**src/ddig_regs.svh**
```systemverilog
// Purpose: Register offsets, reset values and field positions of the descriptor-done grouping block
// Assumes: Byte addresses on the controller's internal register port
// Notes:   Definitions only
`ifndef DDIG_REGS_SVH
`define DDIG_REGS_SVH

// ----------------------------------------------------------------
// Register offsets
// ----------------------------------------------------------------
`define DDIG_ISO_ANY_DONE_MASK_OFS      16'h0318
`define DDIG_PERIODIC_ANY_DONE_MASK_OFS 16'h031c
`define DDIG_ASYNC_ANY_DONE_MASK_OFS    16'h0320
`define DDIG_ISO_ALL_DONE_MASK_OFS      16'h0324
`define DDIG_PERIODIC_ALL_DONE_MASK_OFS 16'h0328
`define DDIG_ASYNC_ALL_DONE_MASK_OFS    16'h032c

// ----------------------------------------------------------------
// Reset values and enable bit positions
// ----------------------------------------------------------------
`define DDIG_MASK_RESET                 32'h0000_0000
`define DDIG_UNMAPPED_READ              32'h0000_0000
`define DDIG_ISO_IRQ_ENABLE_BIT         9
`define DDIG_ASYNC_IRQ_ENABLE_BIT       8
`define DDIG_PERIODIC_IRQ_ENABLE_BIT    7

// ----------------------------------------------------------------
// Timing
// ----------------------------------------------------------------
`define DDIG_UFRAME_US                  125
`define DDIG_CLK_MHZ                    100
`define DDIG_UFRAME_CYCLES              (`DDIG_UFRAME_US * `DDIG_CLK_MHZ)

`endif

```
**src/ddig_pkg.sv**
```systemverilog
// Purpose: Types shared by the descriptor-done grouping block
// Assumes: 32 descriptors per schedule type
// Notes:   Constants live in ddig_regs.svh
package ddig_pkg;

   typedef logic [31:0] ddig_map_t;

   // Done maps of the three schedule types
   typedef struct packed {
      ddig_map_t iso;
      ddig_map_t periodic;
      ddig_map_t async_list;
   } ddig_done_t;

   // One flag per schedule type
   typedef struct packed {
      logic iso;
      logic periodic;
      logic async_list;
   } ddig_flags_t;

   typedef enum logic [1:0] {
      DDIG_GRANT_NONE,
      DDIG_GRANT_ISO,
      DDIG_GRANT_PERIODIC,
      DDIG_GRANT_ASYNC
   } ddig_grant_t;

endpackage

```
**src/ddig_irq_group.sv**
```systemverilog
// Purpose: Groups transfer_descriptor completions into interrupt requests per schedule type
// Assumes: Register port and done maps come from logic on clk; microframe tick comes on clk
// Notes:   Six any/all done masks, per-type enables, microframe latency, schedule order
//
// Notes on behaviour
// - The isochronous any-done mask is 32-bit read-write, one bit per descriptor, reset zero.
// - The periodic any-done mask is 32-bit read-write, one bit per descriptor, reset zero.
// - The async_list any-done mask is 32-bit read-write, one bit per descriptor, reset zero.
// - The isochronous all-done mask is 32-bit read-write, reset zero, a clear bit excluded.
// - The periodic all-done mask is 32-bit read-write, reset zero, one bit per descriptor.
// - The async_list all-done mask is 32-bit read-write, reset zero, one bit per descriptor.
// - Each schedule type carries at most 32 descriptors, each a memory-to-bus channel.
// - With scheduling on, isochronous runs first, then periodic, then async_list.
// - A descriptor is complete while its done bit is true and feeds its type's mask logic.
// - Completion reaches software as interrupts grouped by the any and all masks per type.
// - Four sources exist (iso, periodic, async_list, start of frame), latency in microframes.
// - Isochronous matches raise the request only while enable bit 9 is 1.
// - Async_list matches need enable bit 8 and periodic matches need enable bit 7.
`include "ddig_regs.svh"
`timescale 1ns/100ps
`default_nettype none

module ddig_irq_group (
   // Clock and reset
   input  wire logic                clk,
   input  wire logic                rst,
   // Register port
   input  wire logic                reg_cs,
   input  wire logic                reg_wr,
   input  wire logic                reg_rd,
   input  wire logic [15:0]         reg_addr,
   input  wire logic [31:0]         reg_wdata,
   output logic      [31:0]         reg_rdata,
   // Completion and enables
   input  wire ddig_pkg::ddig_done_t done_map,
   input  wire logic [31:0]         irq_enable,
   input  wire logic                sof_irq_enable,
   // Microframe timing
   input  wire logic                uframe_tick,
   input  wire logic [3:0]          irq_latency_uframes,
   // Scheduling
   input  wire logic                sched_enable,
   input  wire ddig_pkg::ddig_flags_t sched_request,
   output ddig_pkg::ddig_grant_t    sched_grant,
   // Interrupt
   input  wire logic                irq_ack,
   output ddig_pkg::ddig_flags_t    group_event,
   output ddig_pkg::ddig_flags_t    source_pending,
   output logic                     sof_pending,
   output logic                     irq
);

   // ----------------------------------------------------------------
   // Functions
   // ----------------------------------------------------------------
   function automatic logic group_match(input logic [31:0] done,
                                        input logic [31:0] any_mask,
                                        input logic [31:0] all_mask);
      logic any_hit;
      logic all_hit;
      any_hit = |(done & any_mask);
      all_hit = (all_mask != 32'h0000_0000) && ((done & all_mask) == all_mask);
      return any_hit | all_hit;
   endfunction

   function automatic logic reg_hit(input logic [15:0] addr, input logic [15:0] ofs);
      return reg_cs && (addr == ofs);
   endfunction

   // ----------------------------------------------------------------
   // Mask registers
   // ----------------------------------------------------------------
   logic [31:0] iso_any_done_mask_reg;
   logic [31:0] periodic_any_done_mask_reg;
   logic [31:0] async_any_done_mask_reg;
   logic [31:0] iso_all_done_mask_reg;
   logic [31:0] periodic_all_done_mask_reg;
   logic [31:0] async_all_done_mask_reg;

   always_ff @(posedge clk) begin
      if (rst) begin
         iso_any_done_mask_reg      <= `DDIG_MASK_RESET;
         periodic_any_done_mask_reg <= `DDIG_MASK_RESET;
         async_any_done_mask_reg    <= `DDIG_MASK_RESET;
         iso_all_done_mask_reg      <= `DDIG_MASK_RESET;
         periodic_all_done_mask_reg <= `DDIG_MASK_RESET;
         async_all_done_mask_reg    <= `DDIG_MASK_RESET;
      end else if (reg_wr) begin
         if (reg_hit(reg_addr, `DDIG_ISO_ANY_DONE_MASK_OFS)) begin
            iso_any_done_mask_reg <= reg_wdata;
         end
         if (reg_hit(reg_addr, `DDIG_PERIODIC_ANY_DONE_MASK_OFS)) begin
            periodic_any_done_mask_reg <= reg_wdata;
         end
         if (reg_hit(reg_addr, `DDIG_ASYNC_ANY_DONE_MASK_OFS)) begin
            async_any_done_mask_reg <= reg_wdata;
         end
         if (reg_hit(reg_addr, `DDIG_ISO_ALL_DONE_MASK_OFS)) begin
            iso_all_done_mask_reg <= reg_wdata;
         end
         if (reg_hit(reg_addr, `DDIG_PERIODIC_ALL_DONE_MASK_OFS)) begin
            periodic_all_done_mask_reg <= reg_wdata;
         end
         if (reg_hit(reg_addr, `DDIG_ASYNC_ALL_DONE_MASK_OFS)) begin
            async_all_done_mask_reg <= reg_wdata;
         end
      end
   end

   // ----------------------------------------------------------------
   // Read data, registered one cycle after the read strobe
   // ----------------------------------------------------------------
   logic [31:0] rdata_next;

   always_comb begin
      rdata_next = `DDIG_UNMAPPED_READ;
      if (reg_cs && reg_rd) begin
         case (reg_addr)
            `DDIG_ISO_ANY_DONE_MASK_OFS:      rdata_next = iso_any_done_mask_reg;
            `DDIG_PERIODIC_ANY_DONE_MASK_OFS: rdata_next = periodic_any_done_mask_reg;
            `DDIG_ASYNC_ANY_DONE_MASK_OFS:    rdata_next = async_any_done_mask_reg;
            `DDIG_ISO_ALL_DONE_MASK_OFS:      rdata_next = iso_all_done_mask_reg;
            `DDIG_PERIODIC_ALL_DONE_MASK_OFS: rdata_next = periodic_all_done_mask_reg;
            `DDIG_ASYNC_ALL_DONE_MASK_OFS:    rdata_next = async_all_done_mask_reg;
            default:                          rdata_next = `DDIG_UNMAPPED_READ;
         endcase
      end
   end

   always_ff @(posedge clk) begin
      if (rst) begin
         reg_rdata <= `DDIG_UNMAPPED_READ;
      end else begin
         reg_rdata <= rdata_next;
      end
   end

   // ----------------------------------------------------------------
   // Group match, checked each cycle against live masks and done map
   // ----------------------------------------------------------------
   ddig_pkg::ddig_flags_t match_next;

   always_comb begin
      match_next.iso        = group_match(done_map.iso, iso_any_done_mask_reg,
                                          iso_all_done_mask_reg);
      match_next.periodic   = group_match(done_map.periodic, periodic_any_done_mask_reg,
                                          periodic_all_done_mask_reg);
      match_next.async_list = group_match(done_map.async_list, async_any_done_mask_reg,
                                          async_all_done_mask_reg);
   end

   always_ff @(posedge clk) begin
      if (rst) begin
         group_event <= '0;
      end else begin
         group_event <= match_next;
      end
   end

   // ----------------------------------------------------------------
   // Sticky sources; a new event beats an acknowledge in the same cycle
   // ----------------------------------------------------------------
   ddig_pkg::ddig_flags_t enabled_event;

   always_comb begin
      enabled_event.iso        = group_event.iso &
                                 irq_enable[`DDIG_ISO_IRQ_ENABLE_BIT];
      enabled_event.async_list = group_event.async_list &
                                 irq_enable[`DDIG_ASYNC_IRQ_ENABLE_BIT];
      enabled_event.periodic   = group_event.periodic &
                                 irq_enable[`DDIG_PERIODIC_IRQ_ENABLE_BIT];
   end

   always_ff @(posedge clk) begin
      if (rst) begin
         source_pending <= '0;
         sof_pending    <= 1'b0;
      end else begin
         source_pending <= enabled_event | (irq_ack ? '0 : source_pending);
         sof_pending    <= (uframe_tick & sof_irq_enable) |
                           (~irq_ack & sof_pending);
      end
   end

   // ----------------------------------------------------------------
   // Latency in whole microframes since the last acknowledge
   // ----------------------------------------------------------------
   logic [3:0] uframe_cnt_reg;
   logic       latency_met;

   assign latency_met = (uframe_cnt_reg >= irq_latency_uframes);

   always_ff @(posedge clk) begin
      if (rst || irq_ack) begin
         uframe_cnt_reg <= 4'h0;
      end else if (uframe_tick && !latency_met) begin
         uframe_cnt_reg <= uframe_cnt_reg + 4'h1;
      end
   end

   always_ff @(posedge clk) begin
      if (rst) begin
         irq <= 1'b0;
      end else begin
         irq <= ((|source_pending) | sof_pending) & latency_met & ~irq_ack;
      end
   end

   // ----------------------------------------------------------------
   // Schedule order: isochronous, then periodic, then async_list
   // ----------------------------------------------------------------
   always_ff @(posedge clk) begin
      if (rst) begin
         sched_grant <= ddig_pkg::DDIG_GRANT_NONE;
      end else if (!sched_enable) begin
         sched_grant <= ddig_pkg::DDIG_GRANT_NONE;
      end else if (sched_request.iso) begin
         sched_grant <= ddig_pkg::DDIG_GRANT_ISO;
      end else if (sched_request.periodic) begin
         sched_grant <= ddig_pkg::DDIG_GRANT_PERIODIC;
      end else if (sched_request.async_list) begin
         sched_grant <= ddig_pkg::DDIG_GRANT_ASYNC;
      end else begin
         sched_grant <= ddig_pkg::DDIG_GRANT_NONE;
      end
   end

endmodule

`default_nettype wire

```
**config.mk**
```make
export PLATFORM = sky130hd
export DESIGN_NAME = ddig_irq_group
export DESIGN_NICKNAME = d
export VERILOG_FILES = /design/src/ddig_pkg.sv /design/src/ddig_irq_group.sv
export VERILOG_INCLUDE_DIRS = /design/src /design/src/src
export SDC_FILE = /design/constraint.sdc
export NUM_CORES = 1
export LEC_CHECK = 0
export ABC_AREA = 1
export BUFFER_PORTS_ARGS = -buffer_cell sky130_fd_sc_hd__buf_2
export CELL_PAD_IN_SITES_DETAIL_PLACEMENT = 0
export CELL_PAD_IN_SITES_GLOBAL_PLACEMENT = 1
export CORE_ASPECT_RATIO = 0.75
export CORE_MARGIN = 2
export CORE_UTILIZATION = 35
export CTS_BUF_LIST = sky130_fd_sc_hd__clkbuf_16
export DETAILED_ROUTE_END_ITERATION = 10
export PLACE_DENSITY_LB_ADDON = 0.1
export SYNTH_ARGS = -nofsm -noshare
export SYNTH_HDL_FRONTEND = slang
export SYNTH_SLANG_ARGS = --single-unit
```
**constraint.sdc**
```tcl
create_clock -name clk -period 1.3 [get_ports clk]
set_input_delay 0.195 -clock clk [delete_from_list [all_inputs] [get_ports clk]]
set_output_delay 0.195 -clock clk [all_outputs]
set_load 0.05 [all_outputs]
```
==> impl_metrics.sql, run 1 <==
INSERT INTO impl_metrics (metric_group, metric, value, unit) VALUES
('clock_network', 'cts_tree', 'built', ''),
('finish', 'multiInputGateArea', '5810', 'um^2'),
('worst_setup_path', 'crit_path_end_kind', 'flop', ''),
('detailed_routing', 'detailroute.via_count', '12800', ''),
('run_status', 'run_status', 'finished, violations left', ''),
('die', 'site_row_count', '58', ''),
('finish', 'layout.core_utilization', '0.497', ''),
('global_routing', 'grt.overflow.total', '0', ''),
('clock_network', 'cts.sinks', '238', ''),
('finish', 'drive_above_1_share', '0.260', ''),
('sta', 'finalCriticalPeriod', '1380', 'ps'),
('detailed_routing', 'viasPerCell', '4.98', ''),
('detailed_routing', 'first_pass_iteration_count_of_the_detailed_router', '5', ''),
('sta', 'fin_hold_ws', '28.8', 'ps'),
('clock_network', 'clockBufferDepth', '3', ''),
('finish', 'finish.instance_area', '16500', 'um^2'),
('sta', 'number_of_failing_setup_endpoints_in_the_final_timing_report', '5', ''),
('logic_synthesis', 'ys_ff_latch', '238', ''),
('worst_setup_path', 'crit_type', 'reg2reg', ''),
('sta', 'post-route-worst-setup-slack', '-83.3', 'ps'),
('logic_synthesis', 'synthesis.instances', '1755', ''),
('logic_synthesis', 'synth_async_sr_flop_share', '0', ''),
('place', 'place.detailed.hpwl', '35.4', 'mm'),
('finish', 'layout.filler_cells', '3371', ''),
('worst_setup_path', 'crit_required', '1740', 'ps'),
('clock_network', 'clkSlewWorstSetupHoldPaths', '60', 'ps'),
('worst_hold_path', 'holdPathEnd', 'uframe_cnt_reg[3]$_SDFFE_PP0P_', ''),
('worst_setup_path', 'timing.critical_path.cells', 'inv_2 -> ha_4 -> inv_4 -> a21boi_4 -> o21bai_2 -> nand3_2 -> buf_6 -> nand2_1 -> a21oi_1', ''),
('worst_setup_path', 'r2r_setup_slack', '-80', 'ps'),
('sta', 'timing.final.hold_violations', '0', ''),
('sta', 'timing.final.max_slew_violations', '0', ''),
('die', 'floorplan.die.width', '216', 'um'),
('die', 'fp.dieH', '163', 'um'),
('worst_setup_path', 'worst-path-max-fanout', '4', ''),
('logic_synthesis', 'yosysTopAreaCellShare', '0.404', ''),
('global_routing', 'antenna_found_initial', '0', ''),
('run_status', 'violations', 'setup timing', ''),
('detailed_routing', 'post_route_drc', '0', ''),
('flow_run', 'max_cap_violations', '0', ''),
('sta', 'post_route_clock_skew', '14.4', 'ps'),
('finish', 'flow.area_growth_from_synthesis', '40.5', '%'),
('worst_hold_path', 'hold_path_startpoint', 'uframe_tick', ''),
('detailed_routing', 'ant_nets', '0', ''),
('die', 'core_area', '33300', 'um^2'),
('worst_hold_path', 'worstHoldPathCells', '4', ''),
('logic_synthesis', 'syn-cell-area', '11800', 'um^2'),
('global_routing', 'global_route.usage.total', '0.265', ''),
('logic_synthesis', 'post_synth_edffs', '0', ''),
('die', 'ios', '234', ''),
('detailed_routing', 'drt_wl_total', '47.4', 'mm'),
('global_routing', 'global_route_wire_length_before_repair', '71.4', 'mm'),
('worst_setup_path', 'timing.rr.end', 'uframe_cnt_reg[1]$_SDFFE_PP0P_', ''),
('place', 'gpl.final_weighted_congestion', '0.878', ''),
('logic_synthesis', 'cell_types_with_the_highest_counts_after_synthesis', '267 x nand2_1, 262 x inv_1, 249 x o21ai_0', ''),
('place', 'place_ws', '-379', 'ps'),
('worst_setup_path', 'critPathLaunch', 'uframe_cnt_reg[0]$_SDFFE_PP0P_', ''),
('sta', 'slew-limit-headroom', '0.738', ''),
('pwr', 'p_per_area', '985', 'nW/um^2'),
('logic_synthesis', 'synth.yosys.warnings', '0', ''),
('pwr', 'cellLeakagePower', '7.19', 'nW'),
('global_routing', 'grt_pass1_vias', '12000', ''),
('sta', 'sum_of_negative_setup_slack', '-355', 'ps'),
('logic_synthesis', 'synth.avg_cell_area', '6.71', 'um^2'),
('logic_synthesis', 'synth_area_leader_cell', 'dfxtp_1', ''),
('clock_network', 'cts_bufs_inserted', '28', ''),
('finish', 'sequential_cell_area', '4820', 'um^2'),
('worst_hold_path', 'holdCritPathClass', 'in2reg', ''),
('place', 'place_area', '14700', 'um^2'),
('logic_synthesis', 'library_cell_with_the_highest_instance_count_after_synthesis', 'nand2_1', ''),
('worst_setup_path', 'cp_slowest_cell', 'dfxtp_2', ''),
('clock_network', 'h_tree_depth', '1', '');
routing by layer:
| layer | global-route usage | routed length (um) |
|---|---|---|
| met1 | 0.397 | 23000 |
| met3 | 0.0353 | 3150 |
| met4 | 0.0476 | 848 |
| met2 | 0.407 | 20500 |
| met5 | 0 | 0 |
placed cells by master (no fill, tap or decap), drive strengths merged, types with 2 or more instances in the layout:
master and count:
clkinvlp 3, nand4 81, bufinv 3, ha 5, nand3 139, and2 2
a21oi 233, nor2 152, dlygate4sd3 42, o21ai 267, inv 269, clkbuf 29
clkinv 9, buf 382, nand2 269, dfxtp 238
stage by stage:
| stage | cells | total power [mW] |
|---|---|---|
| 6_report | 2579 | 16.3 |
| 2_1_floorplan | 1755 | 7.80 |
| 4_1_cts | 2577 | 16.4 |
| 3_3_place_gp | 2485 | 8.38 |
| 5_1_grt | 2579 | 16.8 |
| 3_5_place_dp | 2485 | 8.38 |
layout make-up:
type / instances / area share
Multi-Input combinational cell: 1154 / 0.351
Timing Repair Buffer: 424 / 0.209
Sequential cell: 238 / 0.291
Clock buffer: 29 / 0.0439
Inverter: 264 / 0.0602
Clock inverter: 20 / 0.0107
Tap cell: 450 / 0.0340
how the worst max path moves through the flow:
stage,endpoint,slack [ps],cells past startpoint
global placement,reg_rdata[20]$_SDFF_PP0_,-380,11
global route,uframe_cnt_reg[2]$_SDFFE_PP0P_,-160,9
floorplan,uframe_cnt_reg[0]$_SDFFE_PP0P_,-30,7
finish,uframe_cnt_reg[1]$_SDFFE_PP0P_,-80,9
CTS,uframe_cnt_reg[1]$_SDFFE_PP0P_,-120,7
detailed placement,reg_rdata[20]$_SDFF_PP0_,-380,11
report_power, final:
| part | internal [mW] | switching [mW] |
|---|---|---|
| clock network | 4.61 | 3.33 |
| logic | 0.441 | 0.612 |
| registers | 7.29 | 0.00402 |
cells by family after synthesis:
group	Yosys count	share of synthesized area
simple gates	645	0.249
compound gates	502	0.214
buf+inv	363	0.126
flops	238	0.404
fa+ha+maj	5	0.00531
xor+xnor	2	0.00149
what timing repair did:
action,CTS,global route
endpoints found under the setup margin,50,26
pin swaps,26,36
resized for setup,119,71
endpoints found under the hold margin,174,0
buffers inserted,1,2
hold buffers,42,0
worst max-delay path: cells and delay by family, from the launching register on:
| family | cells | cell delay [ps] |
|---|---|---|
| AOI/OAI and AO/OA | 3 | 260 |
| adders and majority gates | 1 | 210 |
| buffers and inverters | 3 | 250 |
| DFF | 1 | 330 |
| and+or+nand+nor | 2 | 210 |
Note: power is estimated with default switching activity, not from simulation.
==> run 2: changes to the inputs <==
- RECOVER_POWER: not set -> 50
==> impl_metrics.sql, run 2 (same netlist as run 1, synthesis figures left out) <==
INSERT INTO impl_metrics (metric_group, metric, value, unit) VALUES
('sta', 'rsz0062_at_grt', 'yes', ''),
('clock_network', 'clockBufferDepth', '3', ''),
('sta', 'post_route_clock_skew', '15.7', 'ps'),
('worst_setup_path', 'timing.critical_path.cells', 'buf_6 -> nor2_4 -> nand4_1 -> nor2_2 -> nand2_1 -> nand3_2 -> a21oi_2', ''),
('sta', 'part_of_the_cycle_the_worst_path_needs', '1.07', ''),
('flow_run', 'max_cap_violations', '0', ''),
('worst_setup_path', 'worst_path_largest_cell_delay', '320', 'ps'),
('sta', 'slew-limit-headroom', '0.613', ''),
('worst_hold_path', 'hold_path_startpoint', 'uframe_tick', ''),
('worst_setup_path', 'crit_type', 'reg2reg', ''),
('worst_setup_path', 'worst-path-max-fanout', '3', ''),
('die', 'ios', '234', ''),
('detailed_routing', 'detailroute.via_count', '12900', ''),
('worst_setup_path', 'crit_path_end_kind', 'flop', ''),
('clock_network', 'cts.sinks', '238', ''),
('place', 'place.detailed.hpwl', '35.4', 'mm'),
('detailed_routing', 'viasPerCell', '4.99', ''),
('die', 'fp.dieH', '163', 'um'),
('sta', 'worstMarginPinSlew', '581', 'ps'),
('worst_hold_path', 'holdCritPathClass', 'in2reg', ''),
('finish', 'finish.instance_area', '16400', 'um^2'),
('global_routing', 'grt.overflow.total', '0', ''),
('global_routing', 'grt_max_degree', '98', ''),
('pwr', 'max-vdd-ir-drop', '0.641', 'mV'),
('sta', 'number_of_failing_setup_endpoints_in_the_final_timing_report', '9', ''),
('sta', 'timing.final.hold_violations', '0', ''),
('global_routing', 'antenna_found_initial', '0', ''),
('sta', 'post-route-worst-setup-slack', '-95.9', 'ps'),
('clock_network', 'clkSlewWorstSetupHoldPaths', '60', 'ps'),
('finish', 'commonest_non_fill_non_tap_cells_in_the_layout', '258 x inv_1, 254 x nand2_1, 227 x a21oi_1', ''),
('worst_setup_path', 'startpoint_type', 'flop', ''),
('sta', 'sum_of_negative_setup_slack', '-424', 'ps'),
('global_routing', 'global_route_wire_length_before_repair', '71.4', 'mm'),
('die', 'floorplan.initialDensity', '0.354', ''),
('sta', 'finalCriticalPeriod', '1400', 'ps'),
('worst_setup_path', 'critPathLaunch', 'iso_all_done_mask_reg[29]$_SDFFE_PP0P_', ''),
('sta', 'timing.final.max_slew_violations', '0', ''),
('place', 'gpl.final_weighted_congestion', '0.878', ''),
('pwr', 'cellLeakagePower', '7.14', 'nW'),
('place', 'place_ws', '-379', 'ps'),
('place', 'place_area', '14700', 'um^2'),
('worst_setup_path', 'worst_path_arrival_time', '1850', 'ps'),
('place', 'place.port_buffers', '204', ''),
('detailed_routing', 'post_route_drc', '0', ''),
('pwr', 'p_per_area', '993', 'nW/um^2'),
('worst_setup_path', 'reg2reg_from', 'iso_all_done_mask_reg[29]$_SDFFE_PP0P_', ''),
('finish', 'finalNetCount', '2307', ''),
('clock_network', 'clock_insertion_delay_worst_skew', '570', 'ps'),
('finish', 'num_antenna_cells', '0', ''),
('clock_network', 'cts_root_buf', 'clkbuf_16', ''),
('die', 'floorplan.die.width', '216', 'um'),
('worst_setup_path', 'cp_top_family', 'simple AND/OR/NAND/NOR gates', ''),
('run_status', 'violations', 'setup timing', ''),
('clock_network', 'h_tree_depth', '1', ''),
('finish', 'drive_above_1_share', '0.258', ''),
('detailed_routing', 'first_pass_iteration_count_of_the_detailed_router', '5', ''),
('die', 'site_row_count', '58', ''),
('global_routing', 'grt_pass1_vias', '12000', ''),
('global_routing', 'global_route.usage.total', '0.265', ''),
('die', 'design.die.area', '35200', 'um^2'),
('run_status', 'run_status', 'finished, violations left', ''),
('finish', 'flow.area_growth_from_synthesis', '39.0', '%'),
('finish', 'most_frequent_standard_cell_in_the_layout_excluding_fill_and_tap_cells', 'inv_1', ''),
('clock_network', 'cts_bufs_inserted', '28', ''),
('worst_setup_path', 'cp_num_buf_inv', '1', ''),
('sta', 'fmax', '716', 'MHz'),
('detailed_routing', 'avgRoutedWirePerCell', '18.4', 'um'),
('detailed_routing', 'drt_wl_total', '47.4', 'mm'),
('die', 'core_area', '33300', 'um^2'),
('worst_setup_path', 'crit_required', '1760', 'ps'),
('detailed_routing', 'initialDrtViolationCount', '1075', ''),
('worst_setup_path', 'cp_slowest_cell', 'dfxtp_2', ''),
('detailed_routing', 'ant_nets', '0', ''),
('clock_network', 'cts_tree', 'built', ''),
('pwr', 'finalPower', '16.3', 'mW');
-- run 2: cell types whose count changed in the layout (fill, tap and decap cells not counted), sizes merged --
cell	before	now
buf	382	375
clkbuf	29	36
-- run 2: stage by stage --
stage | util | cells | hold slack [ps]
floorplan | - | 1755 | 264
global placement | 0.441 | 2485 | 379
detailed placement | 0.441 | 2485 | 391
CTS | 0.490 | 2577 | 20.3
global route | 0.492 | 2579 | 50.9
finish | 0.492 | 2579 | 28.7
-- run 2: final cells by class --
class	count	area (um^2)
clock inverters	20	178
clock buffers	29	726
well taps	450	563
flip-flops and latches	238	4820
inverters	264	996
fillers	3404	16900
repair buffers	424	3340
multi-input cells	1154	5750
-- run 2: power breakdown --
group | switching [mW] | leakage, nW | internal (mW)
Combinational | 0.604 | 4.75 | 0.439
Clock | 3.32 | 0.454 | 4.61
Sequential | 0.00402 | 1.94 | 7.29
Total | 3.93 | 7.14 | 12.3
-- run 2: final timing paths --
kind,end,slack (ps),depth (start not counted)
max,group_event[2]$_SDFF_PP0_,-100,7
min,uframe_cnt_reg[3]$_SDFFE_PP0P_,30,4
max reg2reg,group_event[2]$_SDFF_PP0_,-100,7
min reg2reg,async_any_done_mask_reg[26]$_SDFFE_PP0P_,460,2
-- run 2: tightest hold or removal path, cell delays in order --
cell     delay (ps)
buf_2           100
nand3_2         120
nand2_1          90
a21oi_1          50
-- run 2: metal layers --
metal / up-vias / track usage / wire, um / share of wire
met1: 5894 / 0.397 / 23100 / 0.49
met5: - / 0 / 0 / 0
li1: 6504 / - / - / -
met2: 409 / 0.407 / 20400 / 0.43
met3: 61 / 0.0353 / 2930 / 0.062
met4: 0 / 0.0476 / 960 / 0.020
-- run 2: timing repair --
| item | in CTS | in global routing |
|---|---|---|
| hold buffers | 42 | 0 |
| pin swaps | 26 | 36 |
| resized for setup | 119 | 71 |
| endpoints found under the hold margin | 174 | 0 |
| setup endpoints to repair | 50 | 26 |
| buffers inserted | 1 | 2 |
==> run 3: changes to the inputs <==
- SETUP_SLACK_MARGIN: not set -> 0.15
==> impl_metrics.sql, run 3 (same netlist as run 1, synthesis figures left out) <==
INSERT INTO impl_metrics (metric_group, metric, value, unit) VALUES
('pwr', 'cellLeakagePower', '7.48', 'nW'),
('sta', 'timing.final.hold_violations', '0', ''),
('sta', 'part_of_the_cycle_the_worst_path_needs', '1.11', ''),
('finish', 'commonest_non_fill_non_tap_cells_in_the_layout', '257 x inv_1, 246 x nand2_1, 212 x a21oi_1', ''),
('global_routing', 'grt_pass1_vias', '12000', ''),
('finish', 'num_antenna_cells', '0', ''),
('detailed_routing', 'first_pass_iteration_count_of_the_detailed_router', '5', ''),
('clock_network', 'clockBufferDepth', '3', ''),
('detailed_routing', 'met3RoutedLength', '3.79', 'mm'),
('pwr', 'p_per_area', '891', 'nW/um^2'),
('worst_setup_path', 'reg2reg_depth', '7', ''),
('worst_setup_path', 'reg2reg_from', 'uframe_cnt_reg[1]$_SDFFE_PP0P_', ''),
('detailed_routing', 'route.top_layer_used', 'met4', ''),
('clock_network', 'h_tree_depth', '1', ''),
('finish', 'layout.core_utilization', '0.518', ''),
('worst_setup_path', 'critical_path.endpoint', 'uframe_cnt_reg[0]$_SDFFE_PP0P_', ''),
('detailed_routing', 'initialDrtViolationCount', '1206', ''),
('clock_network', 'cts_tree', 'built', ''),
('finish', 'layout.filler_cells', '3369', ''),
('finish', 'finalNetCount', '2358', ''),
('detailed_routing', 'drt_wl_total', '49.9', 'mm'),
('worst_hold_path', 'holdCritPathClass', 'in2reg', ''),
('sta', 'finalCriticalPeriod', '1440', 'ps'),
('finish', 'most_frequent_standard_cell_in_the_layout_excluding_fill_and_tap_cells', 'inv_1', ''),
('clock_network', 'clock_insertion_delay_worst_skew', '560', 'ps'),
('pwr', 'max-vdd-ir-drop', '0.704', 'mV'),
('flow_run', 'max_cap_violations', '0', ''),
('die', 'fp.dieH', '163', 'um'),
('die', 'ios', '234', ''),
('global_routing', 'antenna_found_initial', '0', ''),
('detailed_routing', 'post_route_drc', '0', ''),
('worst_hold_path', 'worstHoldPathCells', '3', ''),
('place', 'place.port_buffers', '204', ''),
('die', 'floorplan.initialDensity', '0.354', ''),
('sta', 'number_of_failing_setup_endpoints_in_the_final_timing_report', '40', ''),
('finish', 'drive_above_1_share', '0.304', ''),
('clock_network', 'clkSlewWorstSetupHoldPaths', '60', 'ps'),
('global_routing', 'grt_max_degree', '83', ''),
('detailed_routing', 'detailroute.via_count', '13300', ''),
('worst_setup_path', 'r2r_setup_slack', '-140', 'ps'),
('sta', 'slew-limit-headroom', '0.706', ''),
('sta', 'worstMarginPinSlew', '441', 'ps'),
('finish', 'post_layout_nonfiller_instances', '2629', ''),
('pwr', 'finalPower', '15.4', 'mW'),
('die', 'design.die.area', '35200', 'um^2'),
('global_routing', 'global_route.usage.total', '0.270', ''),
('detailed_routing', 'met1_length', '24.6', 'mm'),
('sta', 'post-route-worst-setup-slack', '-143', 'ps'),
('place', 'gpl.final_weighted_congestion', '0.924', ''),
('sta', 'post_route_clock_skew', '9.95', 'ps'),
('run_status', 'run_status', 'finished, violations left', ''),
('die', 'floorplan.die.width', '216', 'um'),
('die', 'site_row_count', '58', ''),
('finish', 'flow.area_growth_from_synthesis', '46.4', '%'),
('worst_setup_path', 'crit_path_end_kind', 'flop', ''),
('sta', 'timing.final.max_slew_violations', '0', ''),
('worst_setup_path', 'worst-path-max-fanout', '4', ''),
('detailed_routing', 'met2_wl_post_dr', '20.7', 'mm'),
('worst_setup_path', 'crit_type', 'reg2reg', ''),
('place', 'place_ws', '-437', 'ps'),
('worst_setup_path', 'timing.rr.end', 'uframe_cnt_reg[0]$_SDFFE_PP0P_', ''),
('place', 'place.detailed.hpwl', '35.7', 'mm'),
('sta', 'rsz0062_at_grt', 'yes', ''),
('place', 'placed_cells_incl_taps', '2510', ''),
('die', 'core_area', '33300', 'um^2'),
('detailed_routing', 'ant_nets', '0', ''),
('detailed_routing', 'avgRoutedWirePerCell', '19.0', 'um'),
('clock_network', 'cts.sinks', '238', ''),
('sta', 'fmax', '693', 'MHz'),
('worst_setup_path', 'critPathLaunch', 'uframe_cnt_reg[1]$_SDFFE_PP0P_', ''),
('clock_network', 'cts_root_buf', 'clkbuf_16', ''),
('run_status', 'violations', 'setup timing', ''),
('worst_setup_path', 'crit_required', '1730', 'ps'),
('global_routing', 'grt.overflow.total', '0', ''),
('clock_network', 'cts_bufs_inserted', '27', ''),
('worst_setup_path', 'startpoint_type', 'flop', ''),
('detailed_routing', 'viasPerCell', '5.04', ''),
('global_routing', 'global_route_wire_length_before_repair', '72.7', 'mm'),
('worst_setup_path', 'worst_path_arrival_time', '1870', 'ps');
-- run 3: cell count changes in the layout (fill, tap and decap cells not counted), sizes merged --
cell,delta
buf,+39
clkbuf,+11
bufinv,-3
inv,+3
clkinv,+1
clkinvlp,-1
-- run 3: worst min path at each step --
stage,from,to,slack (ps)
2_1_floorplan,rst,group_event[0]$_SDFF_PP0_,260
3_3_place_gp,sched_request[2],sched_grant[1]$_SDFF_PP0_,380
3_5_place_dp,sched_request[2],sched_grant[1]$_SDFF_PP0_,400
4_1_cts,uframe_tick,uframe_cnt_reg[1]$_SDFFE_PP0P_,50
5_1_grt,uframe_tick,uframe_cnt_reg[0]$_SDFFE_PP0P_,60
6_report,rst,sched_grant[0]$_SDFF_PP0_,60
-- run 3: power by group --
group / internal [mW] / switching [mW]
logic: 0.480 / 0.650
registers: 7.27 / 0.00529
clock network: 3.73 / 3.23
total: 11.5 / 3.88
-- run 3: timing repair --
| item | in CTS | in global routing |
|---|---|---|
| resized for setup | 233 | 86 |
| hold buffers | 43 | 0 |
| gates cloned | 0 | 5 |
| endpoints found under the setup margin | 51 | 87 |
| endpoints found under the hold margin | 122 | 0 |
| pin swaps | 36 | 53 |
| buffers inserted | 6 | 19 |
-- run 3: layout make-up --
type / count / area (um^2) / share of cell area
inverter: 264 / 1020 / 0.0591
clock inverter: 20 / 90.1 / 0.00522
tap: 450 / 563 / 0.0326
sequential: 238 / 4890 / 0.284
multi-input combinational: 1154 / 5900 / 0.342
timing repair buffer: 476 / 4110 / 0.238
clock buffer: 27 / 676 / 0.0392
-- run 3: routing by layer --
layer | global-route usage | vias to the layer above
li1 | - | 6609
met1 | 0.416 | 6116
met2 | 0.395 | 474
met3 | 0.0420 | 64
met4 | 0.0464 | 0
met5 | 0 | -
-- run 3: metrics by stage --
stage / hold WS, ps / setup TNS [ps] / cell area [um^2]
finish: 57.2 / -1780 / 17200
global route: 58.1 / -13890 / 17200
CTS: 48.9 / -742 / 16900
detailed placement: 402 / -58690 / 15100
global placement: 378 / -51810 / 15100
floorplan: 264 / -970 / 12200
-- run 3: worst max-delay path: stages, from the launching register on --
cell and delay [ps]:
dfxtp_2 350, ha_4 190, a21boi_2 150, o21bai_2 230, nand3_4 150, buf_6 150, nand2_2 40, a21oi_1 60
